===== config.mk =====
export PLATFORM = sky130hd
export DESIGN_NAME = cesr_event_regs
export DESIGN_NICKNAME = d
export VERILOG_FILES = /design/src/design/cesr_pkg.sv /design/src/design/cesr_event_regs.sv
export SDC_FILE = /design/constraint.sdc
export NUM_CORES = 1
export LEC_CHECK = 0
export ABC_AREA = 1
export BUFFER_PORTS_ARGS = -buffer_cell sky130_fd_sc_hd__buf_2
export CAP_MARGIN = 20
export CELL_PAD_IN_SITES_DETAIL_PLACEMENT = 1
export CELL_PAD_IN_SITES_GLOBAL_PLACEMENT = 1
export CORE_ASPECT_RATIO = 0.75
export CORE_UTILIZATION = 29
export CTS_CLUSTER_SIZE = 40
export DETAILED_ROUTE_END_ITERATION = 10
export GPL_ROUTABILITY_DRIVEN = 0
export PLACE_DENSITY_LB_ADDON = 0.1
export SYNTH_ARGS = -nofsm -noshare
export SYNTH_HDL_FRONTEND = slang
export SYNTH_SLANG_ARGS = --single-unit

===== constraint.sdc =====
create_clock -name clk_sys -period 1.3 [get_ports clk_sys]
set_input_delay 0.195 -clock clk_sys [delete_from_list [all_inputs] [get_ports clk_sys]]
set_output_delay 0.195 -clock clk_sys [all_outputs]
set_load 0.005 [all_outputs]

===== src/design/cesr_pkg.sv =====
package cesr_pkg;
    // ======================================================================
    // register offsets (8-bit register address space)
    localparam logic [7:0] CESR_ADDR_FIRST_CHG  = 8'h04;
    localparam logic [7:0] CESR_ADDR_TIMER_EVT  = 8'h05;
    localparam logic [7:0] CESR_ADDR_BOOST_EVT  = 8'h06;
    localparam logic [7:0] CESR_ADDR_INPUT_SNS  = 8'h07;

    // ======================================================================
    // timer event register fields
    localparam int CESR_TMR_WDOG_BIT   = 3;
    localparam int CESR_TMR_USB_BIT    = 2;
    localparam int CESR_TMR_CHG_BIT    = 1;
    localparam int CESR_TMR_SUM_BIT    = 0;

    // ======================================================================
    // boost event register fields
    localparam int CESR_BST_BUS_OL_BIT = 3;
    localparam int CESR_BST_CAP_OL_BIT = 2;
    localparam int CESR_BST_BUS_OV_BIT = 1;
    localparam int CESR_BST_VBAT_BIT   = 0;

    // ======================================================================
    // input sense register fields
    localparam int CESR_SNS_LOCKOUT_BIT = 7;
    localparam int CESR_SNS_USB_OV_BIT  = 5;
    localparam int CESR_SNS_USB_UV_BIT  = 4;
    localparam int CESR_SNS_PRESENT_BIT = 3;
    localparam int CESR_SNS_CHGDET_BIT  = 2;
    localparam int CESR_SNS_BUS_LOW_BIT = 1;

    // ======================================================================
    // reset values and timer lengths in seconds
    localparam logic [7:0] CESR_FLAG_RESET    = 8'h00;
    localparam int         CESR_WDOG_TIME_S   = 32;
    localparam int         CESR_USB_TIME_S    = 2048;
    localparam int         CESR_CHG_TIME_S    = 3600;
endpackage : cesr_pkg


===== src/design/cesr_event_regs.sv =====
// How it works
// - watchdog expiry sets timer bit 3
// - usb session expiry sets timer bit 2
// - charge timer expiry sets timer bit 1
// - timer bit 0 mirrors first register pending
// - boost bus overload in boost sets boost bit 3
// - capacitor overload sets boost bit 2
// - bus overvoltage in boost sets bit 1
// - battery out of range sets bit 0
// - sense bit 7 shows input lockout live
// - sense bits 5,4 show usb range live
// - sense bit 3 shows input present live
// - sense bit 2 shows charger detect live
// - sense bit 1 shows bus low live
// - summary out reports any pending timer event
`timescale 1ns/1ps
`default_nettype none

module cesr_event_regs
    import cesr_pkg::*;
(
    input  wire logic       clk_sys,
    input  wire logic       rst_n,
    // register read port from the serial engine
    input  wire logic [7:0] reg_addr,
    input  wire logic       reg_rd_stb,
    output logic      [7:0] reg_rd_data,
    output logic            reg_rd_hit,
    // timer expiry pulses
    input  wire logic       watchdog_expire,
    input  wire logic       usb_session_expire,
    input  wire logic       charge_timer_expire,
    input  wire logic       watchdog_stop_bit,
    input  wire logic       charge_timer_stop_bit,
    // boost fault events
    input  wire logic       boost_bus_overload_evt,
    input  wire logic       boost_cap_overload_evt,
    input  wire logic       bus_overvoltage_evt,
    input  wire logic       battery_range_fault_evt,
    // live comparators
    input  wire logic       input_lockout_live,
    input  wire logic       input_above_usb_live,
    input  wire logic       input_below_usb_live,
    input  wire logic       input_present_live,
    input  wire logic       charger_detect_live,
    input  wire logic       boost_bus_low_live,
    // state and reset sources
    input  wire logic       register_soft_reset,
    input  wire logic       off_state,
    input  wire logic       timer_soft_reset,
    input  wire logic       boost_operation_state,
    input  wire logic       boost_startup_state,
    input  wire logic       charging_operation_state,
    // chained summaries
    input  wire logic       first_group_summary,
    output logic            second_group_summary
);

    // ======================================================================
    // flag and mode history registers
    logic [2:0] timer_flags_reg;
    logic [2:0] timer_flags_next;
    logic [3:0] boost_flags_reg;
    logic [3:0] boost_flags_next;
    logic       boost_mode_reg;
    logic       startup_reg;
    logic       charge_mode_reg;
    logic [7:0] rd_data_reg;
    logic [7:0] rd_data_next;
    logic       rd_hit_reg;

    // ======================================================================
    // decode
    function automatic logic addr_is(input logic [7:0] a, input logic [7:0] ref_addr);
        addr_is = (a == ref_addr);
    endfunction : addr_is

    wire rd_timer = reg_rd_stb && addr_is(reg_addr, CESR_ADDR_TIMER_EVT);
    wire rd_boost = reg_rd_stb && addr_is(reg_addr, CESR_ADDR_BOOST_EVT);
    wire rd_sense = reg_rd_stb && addr_is(reg_addr, CESR_ADDR_INPUT_SNS);

    // rising edges of the mode signals
    wire boost_entry   = boost_operation_state && !boost_mode_reg;
    wire startup_entry = boost_startup_state && !startup_reg;
    wire charge_entry  = charging_operation_state && !charge_mode_reg;

    wire timer_clear = off_state || register_soft_reset || timer_soft_reset || boost_entry;
    wire boost_clear = off_state || register_soft_reset || charge_entry;

    // stopped timers cannot raise expiry events
    wire [2:0] timer_set = {watchdog_expire && !watchdog_stop_bit,
                            usb_session_expire,
                            charge_timer_expire && !charge_timer_stop_bit};

    // bus overvoltage counts only during boost operation
    wire [3:0] boost_set = {boost_bus_overload_evt && boost_operation_state,
                            boost_cap_overload_evt,
                            bus_overvoltage_evt && boost_operation_state,
                            battery_range_fault_evt};

    // ======================================================================
    // read timing
    //   cycle 0: strobe and address stand; flags and live bits are
    //            captured into the answer register at the closing edge,
    //            and a timer or boost read clears its flags there
    //   cycle 1: answer and hit stand for exactly this cycle
    //   cycle 2: answer back to zero unless another read was taken
    // reads may follow back to back; each one sees the flags left by
    // the previous read plus whatever was set in between
    // the live comparators are not synchronised here: the comparator
    // side must present settled levels on this clock

    // ======================================================================
    // flag cell behaviour
    // each latched flag position is one cell with three inputs:
    //   hard clear - off state, register reset, timer reset (timer cells only) or a mode
    //                entry; it beats a set in the same cycle, so a flag
    //                never survives the event meant to wipe it
    //   set        - the gated event pulse from the timer or analog side
    //   soft clear - a host read of the register, and for the bus
    //                overload bit also entry to boost start-up; a set in
    //                the same cycle wins so a racing event is not lost
    // the read returns the value held before the clear, so the host sees
    // every flag not wiped by a hard clear or a start-up entry at least once
    function automatic logic flag_next(input logic cur,
                                       input logic set,
                                       input logic soft_clr,
                                       input logic hard_clr);
        if (hard_clr) begin
            flag_next = 1'b0;
        end else if (set) begin
            flag_next = 1'b1;
        end else if (soft_clr) begin
            flag_next = 1'b0;
        end else begin
            flag_next = cur;
        end
    endfunction : flag_next

    // ======================================================================
    // timer group clear vectors
    // read clears timer flags
    wire [2:0] timer_soft_clear = {3{rd_timer}};
    wire [2:0] timer_hard_clear = {3{timer_clear}};

    // ======================================================================
    // boost group clear vectors
    // read clears, start-up also clears the bus overload bit
    wire [3:0] boost_soft_clear = {rd_boost || startup_entry, {3{rd_boost}}};
    wire [3:0] boost_hard_clear = {4{boost_clear}};

    // ======================================================================
    // timer flag cells, one per expiry source
    genvar gi;
    for (gi = 0; gi < 3; gi++) begin : g_timer_cell
        assign timer_flags_next[gi] = flag_next(timer_flags_reg[gi],
                                                timer_set[gi],
                                                timer_soft_clear[gi],
                                                timer_hard_clear[gi]);
    end

    // ======================================================================
    // boost flag cells, one per fault source
    genvar gb;
    for (gb = 0; gb < 4; gb++) begin : g_boost_cell
        assign boost_flags_next[gb] = flag_next(boost_flags_reg[gb],
                                                boost_set[gb],
                                                boost_soft_clear[gb],
                                                boost_hard_clear[gb]);
    end

    // ======================================================================
    // named flag positions inside the flag vectors
    wire watchdog_expired_flag     = timer_flags_reg[2];
    wire usb_session_expired_flag  = timer_flags_reg[1];
    wire charge_timer_expired_flag = timer_flags_reg[0];
    wire boost_bus_overload_flag   = boost_flags_reg[3];
    wire boost_cap_overload_flag   = boost_flags_reg[2];
    wire bus_overvoltage_flag      = boost_flags_reg[1];
    wire battery_range_fault_flag  = boost_flags_reg[0];

    // ======================================================================
    // register views as the host sees them
    // timer view, summary in bit 0
    wire [7:0] timer_view = {4'h0,
                             watchdog_expired_flag,
                             usb_session_expired_flag,
                             charge_timer_expired_flag,
                             first_group_summary};
    wire [7:0] boost_view = {4'h0,
                             boost_bus_overload_flag,
                             boost_cap_overload_flag,
                             bus_overvoltage_flag,
                             battery_range_fault_flag};
    wire [7:0] sense_view = {input_lockout_live,
                             1'b0,
                             input_above_usb_live,
                             input_below_usb_live,
                             input_present_live,
                             charger_detect_live,
                             boost_bus_low_live,
                             1'b0};

    // ======================================================================
    // read data select; unmapped or idle returns zero
    assign rd_data_next = rd_timer ? timer_view :
                          rd_boost ? boost_view :
                          rd_sense ? sense_view : CESR_FLAG_RESET;

    // a mapped read raises the hit one cycle later
    wire rd_mapped = rd_timer || rd_boost || rd_sense;

    // ======================================================================
    // timer flag register
    always_ff @(posedge clk_sys) begin
        if (!rst_n) begin
            timer_flags_reg <= 3'h0;
        end else begin
            timer_flags_reg <= timer_flags_next;
        end
    end

    // ======================================================================
    // boost flag register
    always_ff @(posedge clk_sys) begin
        if (!rst_n) begin
            boost_flags_reg <= 4'h0;
        end else begin
            boost_flags_reg <= boost_flags_next;
        end
    end

    // ======================================================================
    // mode history for entry edge detection
    // these reset low, so a mode already high at release counts as an
    // entry and applies that entry's clear on the first edge, as after power-on
    always_ff @(posedge clk_sys) begin
        if (!rst_n) begin
            boost_mode_reg  <= 1'b0;
            startup_reg     <= 1'b0;
            charge_mode_reg <= 1'b0;
        end else begin
            boost_mode_reg  <= boost_operation_state;
            startup_reg     <= boost_startup_state;
            charge_mode_reg <= charging_operation_state;
        end
    end

    // ======================================================================
    // read answer, one cycle after the strobe
    always_ff @(posedge clk_sys) begin
        if (!rst_n) begin
            rd_data_reg <= CESR_FLAG_RESET;
            rd_hit_reg  <= 1'b0;
        end else begin
            rd_data_reg <= rd_data_next;
            rd_hit_reg  <= rd_mapped;
        end
    end

    // ======================================================================
    // outputs
    assign reg_rd_data = rd_data_reg;
    assign reg_rd_hit  = rd_hit_reg;

    // summary toward first charger register
    // combinational so the first register sees a new flag at once
    assign second_group_summary = watchdog_expired_flag
                                  || usb_session_expired_flag
                                  || charge_timer_expired_flag;

endmodule : cesr_event_regs

`default_nettype wire


# Yosys cells after proc, flatten, opt, wreduce, memory -nomap -nowiden
# Index checks and enable logic that the tools add are counted.
classes:
  bitwise_logic: 2
  n_reduce_logical: 35
  mux: 13
  eq_ne: 3
op_table:
  columns: ["operator", "count"]
  rows:
  - ["$eq A8 B3 Y1 const B", 3]
  - ["$reduce_bool A2 Y1", 7]
  - ["$mux W4", 3]
  - ["$logic_and A1 B1 Y1", 10]
  - ["$mux W1", 10]
  - ["$logic_or A1 B1 Y1", 9]
  - ["$logic_not A1 Y1", 5]
  - ["$reduce_or A2 Y1", 2]
  - ["$reduce_or A4 Y1", 1]
  - ["$reduce_or A3 Y1", 1]
  - ["$not A1 Y1", 2]
word_totals:
  output_inout_bits: 10
  regBits: 19

# Longest topological paths before layout
depth:
  ltp_word: 5
  mapped_depth: 6

# Least setup slack after synthesis
# No wires, ideal clock.
synth_timing:
  kind: "in2reg"
  startpoint: "input reg_addr[4]"
  endpoint: "register timer_flags_reg[1]"
  arrival_time_ns: 0.831
  path_stages: 6
  required_time_ns: 1.186
  setup_time_ns: 0.114
  path_slack_ns: 0.355
  cell_sequence: "inv_1 nand2_1 nor2_2 nand3_2 a21oi_1 nor2_1"
synth_between:
  elab_chain_len: 3
synth_rtl:
  columns: ["item", "line", "text"]
  rows:
  - ["start, declared", "cesr_event_regs.sv:25", "input wire logic [7:0] reg_addr,"]
  - ["$eq A8 B3 Y1", "cesr_event_regs.sv:75", "addr_is = (a == ref_addr);"]
  - ["$logic_and A1 B1 Y1", "cesr_event_regs.sv:78", "wire rd_timer = reg_rd_stb && addr_is(reg_addr, CESR_ADDR_TIMER_EVT);"]
  - ["$reduce_bool A2 Y1 (no source line)", null, null]
  - ["end signal, assigned", "cesr_event_regs.sv:219", "timer_flags_reg <= timer_flags_next;"]
  - ["end, declared", "cesr_event_regs.sv:61", "logic [2:0] timer_flags_reg;"]
# Every way passes these cells.
# A chain may end at the register's enable or synchronous reset.

# Final worst setup path
layout_timing:
  startpoint: "register timer_flags_reg[1]"
  endpoint: "output second_group_summary"
layout_between:
  elab_chain_len: 2
layout_rtl:
  columns: ["item", "line", "text"]
  rows:
  - ["$logic_or A1 B1 Y1", "cesr_event_regs.sv:269", "|| usb_session_expired_flag"]
  - ["$logic_or A1 B1 Y1", "cesr_event_regs.sv:270", "|| charge_timer_expired_flag;"]
  - ["end, declared", "cesr_event_regs.sv:56", "output logic second_group_summary"]
# Every way passes these cells.

==> qor.txt <==
wirelength, routed -> 2198 um
max_cap viols -> 0
DR WL/cell -> 11.21 um
area leader, netlist -> dfxtp_1
CP Max Fanout -> 2
Post-CTS Setup Bufs -> 0
Post-synth top flop -> dfxtp_1
Cell Chain, Critical Path -> inv_1 > nand3_1 > buf_2
post-place setup slack -> 0.1397 ns
Ant. Diodes -> 0
R2R Path End -> boost_flags_reg[2]$_SDFFE_PP0P_
PnR Total Power -> 1152 uW
DR vias -> 861
count of clock tree sinks -> 18
Starting Density -> 0.3106
Setup CP Type -> flip-flop to output port
TritonCTS Buffers -> 3
cell with the most instances after synthesis -> inv_1
Critical Path Sink Type -> output port
TritonCTS clock tree -> done
Post-CTS Hold Buffers -> 0
P per Cell Area -> 1023 mW/mm2
Worst Path Required -> 1.11 ns
H-Tree Level Count -> 1
Worst Hold End -> charge_mode_reg$_SDFF_PN0_
setup slack after layout -> 0.2260 ns
VDD IR max -> 460.7 uV
Slew headroom -> 0.6631
I/O pins -> 43
global-route wire length before repair -> 3456 um
hold path start -> charging_operation_state
fill count -> 367
DRC -> 0
skew final -> 0.003450 ns
DIE AREA -> 0.003049 mm2
largest net degree at the start of global routing -> 11
top cells by count, synth -> 26 x inv_1, 24 x nand2_1, 18 x dfxtp_1
synthesized area per cell -> 7.137 um2
Post-layout nets -> 194
Seq/Total Area, Yosys -> 0.4390
Synth Net Count -> 148
die height -> 48.08 um
TNS Setup -> 0 ns
Final period util -> 0.8262
clock transition at the registers of the reported paths -> 0.07 ns
CTS max path bufs -> 2
grt ovf -> 0
Reg2Reg Depth -> 2
Final ANT Viol Nets -> 0
Final Max Slew Viols -> 0
HPWL after DPL -> 1788 um
number of flops mapped to enable cells by yosys -> 0
Area growth, synth to finish -> 37.20%
Post-Syn Instances -> 115
Core ar. -> 0.002643 mm2
later-pin clock latency in the skew report -> 0.26 ns
CTS root buffer -> clkbuf_8
hold path depth -> 3
max FFs per register -> 7
Leakage -> 0.0005922 uW
area share of the largest cell type after synthesis -> 0.4390
Seq cells post-synth -> 18
initial DRC count -> 24
Distinct cells, synth -> 18
status -> completed
Achievable Freq -> 0.9311 GHz
Syn Std Cell Area -> 820.8 um2
total track usage -> 0.1555
Buffers on Ports -> 41
CP max stage delay -> 0.31 ns
R2R Path Start -> charge_mode_reg$_SDFF_PN0_
Fin. Hold Viols -> 0
Final min period -> 1.074 ns
die width -> 63.43 um
Row Count -> 16
flop-to-flop setup slack -> 0.37 ns
Finish-stage setup viols -> 0
WP data arrival -> 0.88 ns
initial antenna violation count -> 0
Top delay family on crit path -> flip-flops
Buf/Inv on CP -> 2
Design Area, Final -> 0.001126 mm2
type of the tightest min-delay check -> input port to flip-flop
FFs w/ async S/R, synth -> 0
main area contributors after synthesis -> dfxtp_1 44%, inv_1 12%, nand2_1 11%, a21oi_1 7.9%, nand3_1 4.3%
RSZ-0062 raised after global routing -> no
share of cells above drive strength 1 -> 0.3375
vias per cell -> 4.393
placed inst area -> 0.001071 mm2
post-cts gate resize count -> 0
worst-margin pin slew -> 0.5000 ns
vias in the first global route -> 788
yosys synthesis warning count -> 0
Startpoint Class -> flip-flop
Max stage delay cell, worst path -> dfxtp_1
DRT Pass-1 Iters -> 4
[worst max path at each step]
stage	from	end	depth (start not counted)	slack, ns
after detailed placement	reg_addr[3]	boost_flags_reg[3]$_SDFFE_PP0P_	7	0.14
after global routing	timer_flags_reg[2]$_SDFFE_PP0P_	second_group_summary	3	0.19
after global placement	reg_addr[3]	boost_flags_reg[1]$_SDFFE_PP0P_	7	0.16
after CTS	timer_flags_reg[1]$_SDFFE_PP0P_	second_group_summary	3	0.22
final	timer_flags_reg[1]$_SDFFE_PP0P_	second_group_summary	3	0.23
after floorplan	reg_addr[4]	timer_flags_reg[1]$_SDFFE_PP0P_	6	0.36
[stage by stage]
stage                     hold WS [ns]    util  instances
after detailed placement        0.3992  0.4053        192
after global placement          0.3831  0.4053        192
after floorplan                 0.2885       -        115
after CTS                       0.1264  0.4261        196
final                           0.1305  0.4261        196
after global routing            0.1474  0.4261        196
[worst reg2reg max path, stage by stage (launching register included)]
cell and delay (ns):
dfxtp_1 0.30, o21ai_0 0.40, a21oi_1 0.09
[per-layer routing]
layer  GRT usage  share of wire  vias to the layer above
met5           0              0                        -
met4     0.08182          0.015                        0
met1      0.1915           0.50                      378
li1            -              -                      449
met2      0.2638           0.42                       29
met3     0.03571          0.062                        5
[cells by family after synthesis]
kind of cell	count (synthesis)	synth area share
and+or+nand+nor	49	0.2881
buffers and inverters	29	0.1418
AOI/OAI and AO/OA	18	0.1265
DFF	18	0.4390
other	1	0.004569
[power breakdown]
group          internal [uW]  total, uW  switching [uW]
clock                    270        470             200
combinational           54.0        120            65.9
sequential               559        562            2.60
total                    883       1150             269
[layout make-up]
| class | instances | area, um2 | area share |
|---|---|---|---|
| Sequential cell | 18 | 360.3 | 0.3200 |
| Multi-Input combinational cell | 68 | 344.1 | 0.3056 |
| Timing Repair Buffer | 43 | 220.2 | 0.1956 |
| Inverter | 27 | 101.3 | 0.09000 |
| Clock buffer | 4 | 55.05 | 0.04889 |
| Tap cell | 36 | 45.04 | 0.04000 |
[placed cells by master, fill, tap and decap left out, types with 2 or more instances in the layout]
| master | instances |
|---|---|
| nor2_1 | 7 |
| o2111ai_1 | 3 |
| a21oi_1 | 13 |
| nor3_2 | 2 |
| nand3_1 | 7 |
| buf_2 | 41 |
| clkbuf_8 | 4 |
| dfxtp_1 | 18 |
| nand2_1 | 24 |
| buf_4 | 2 |
| inv_1 | 26 |
| nand4_1 | 5 |
Note: power is estimated with default switching activity, not from simulation.
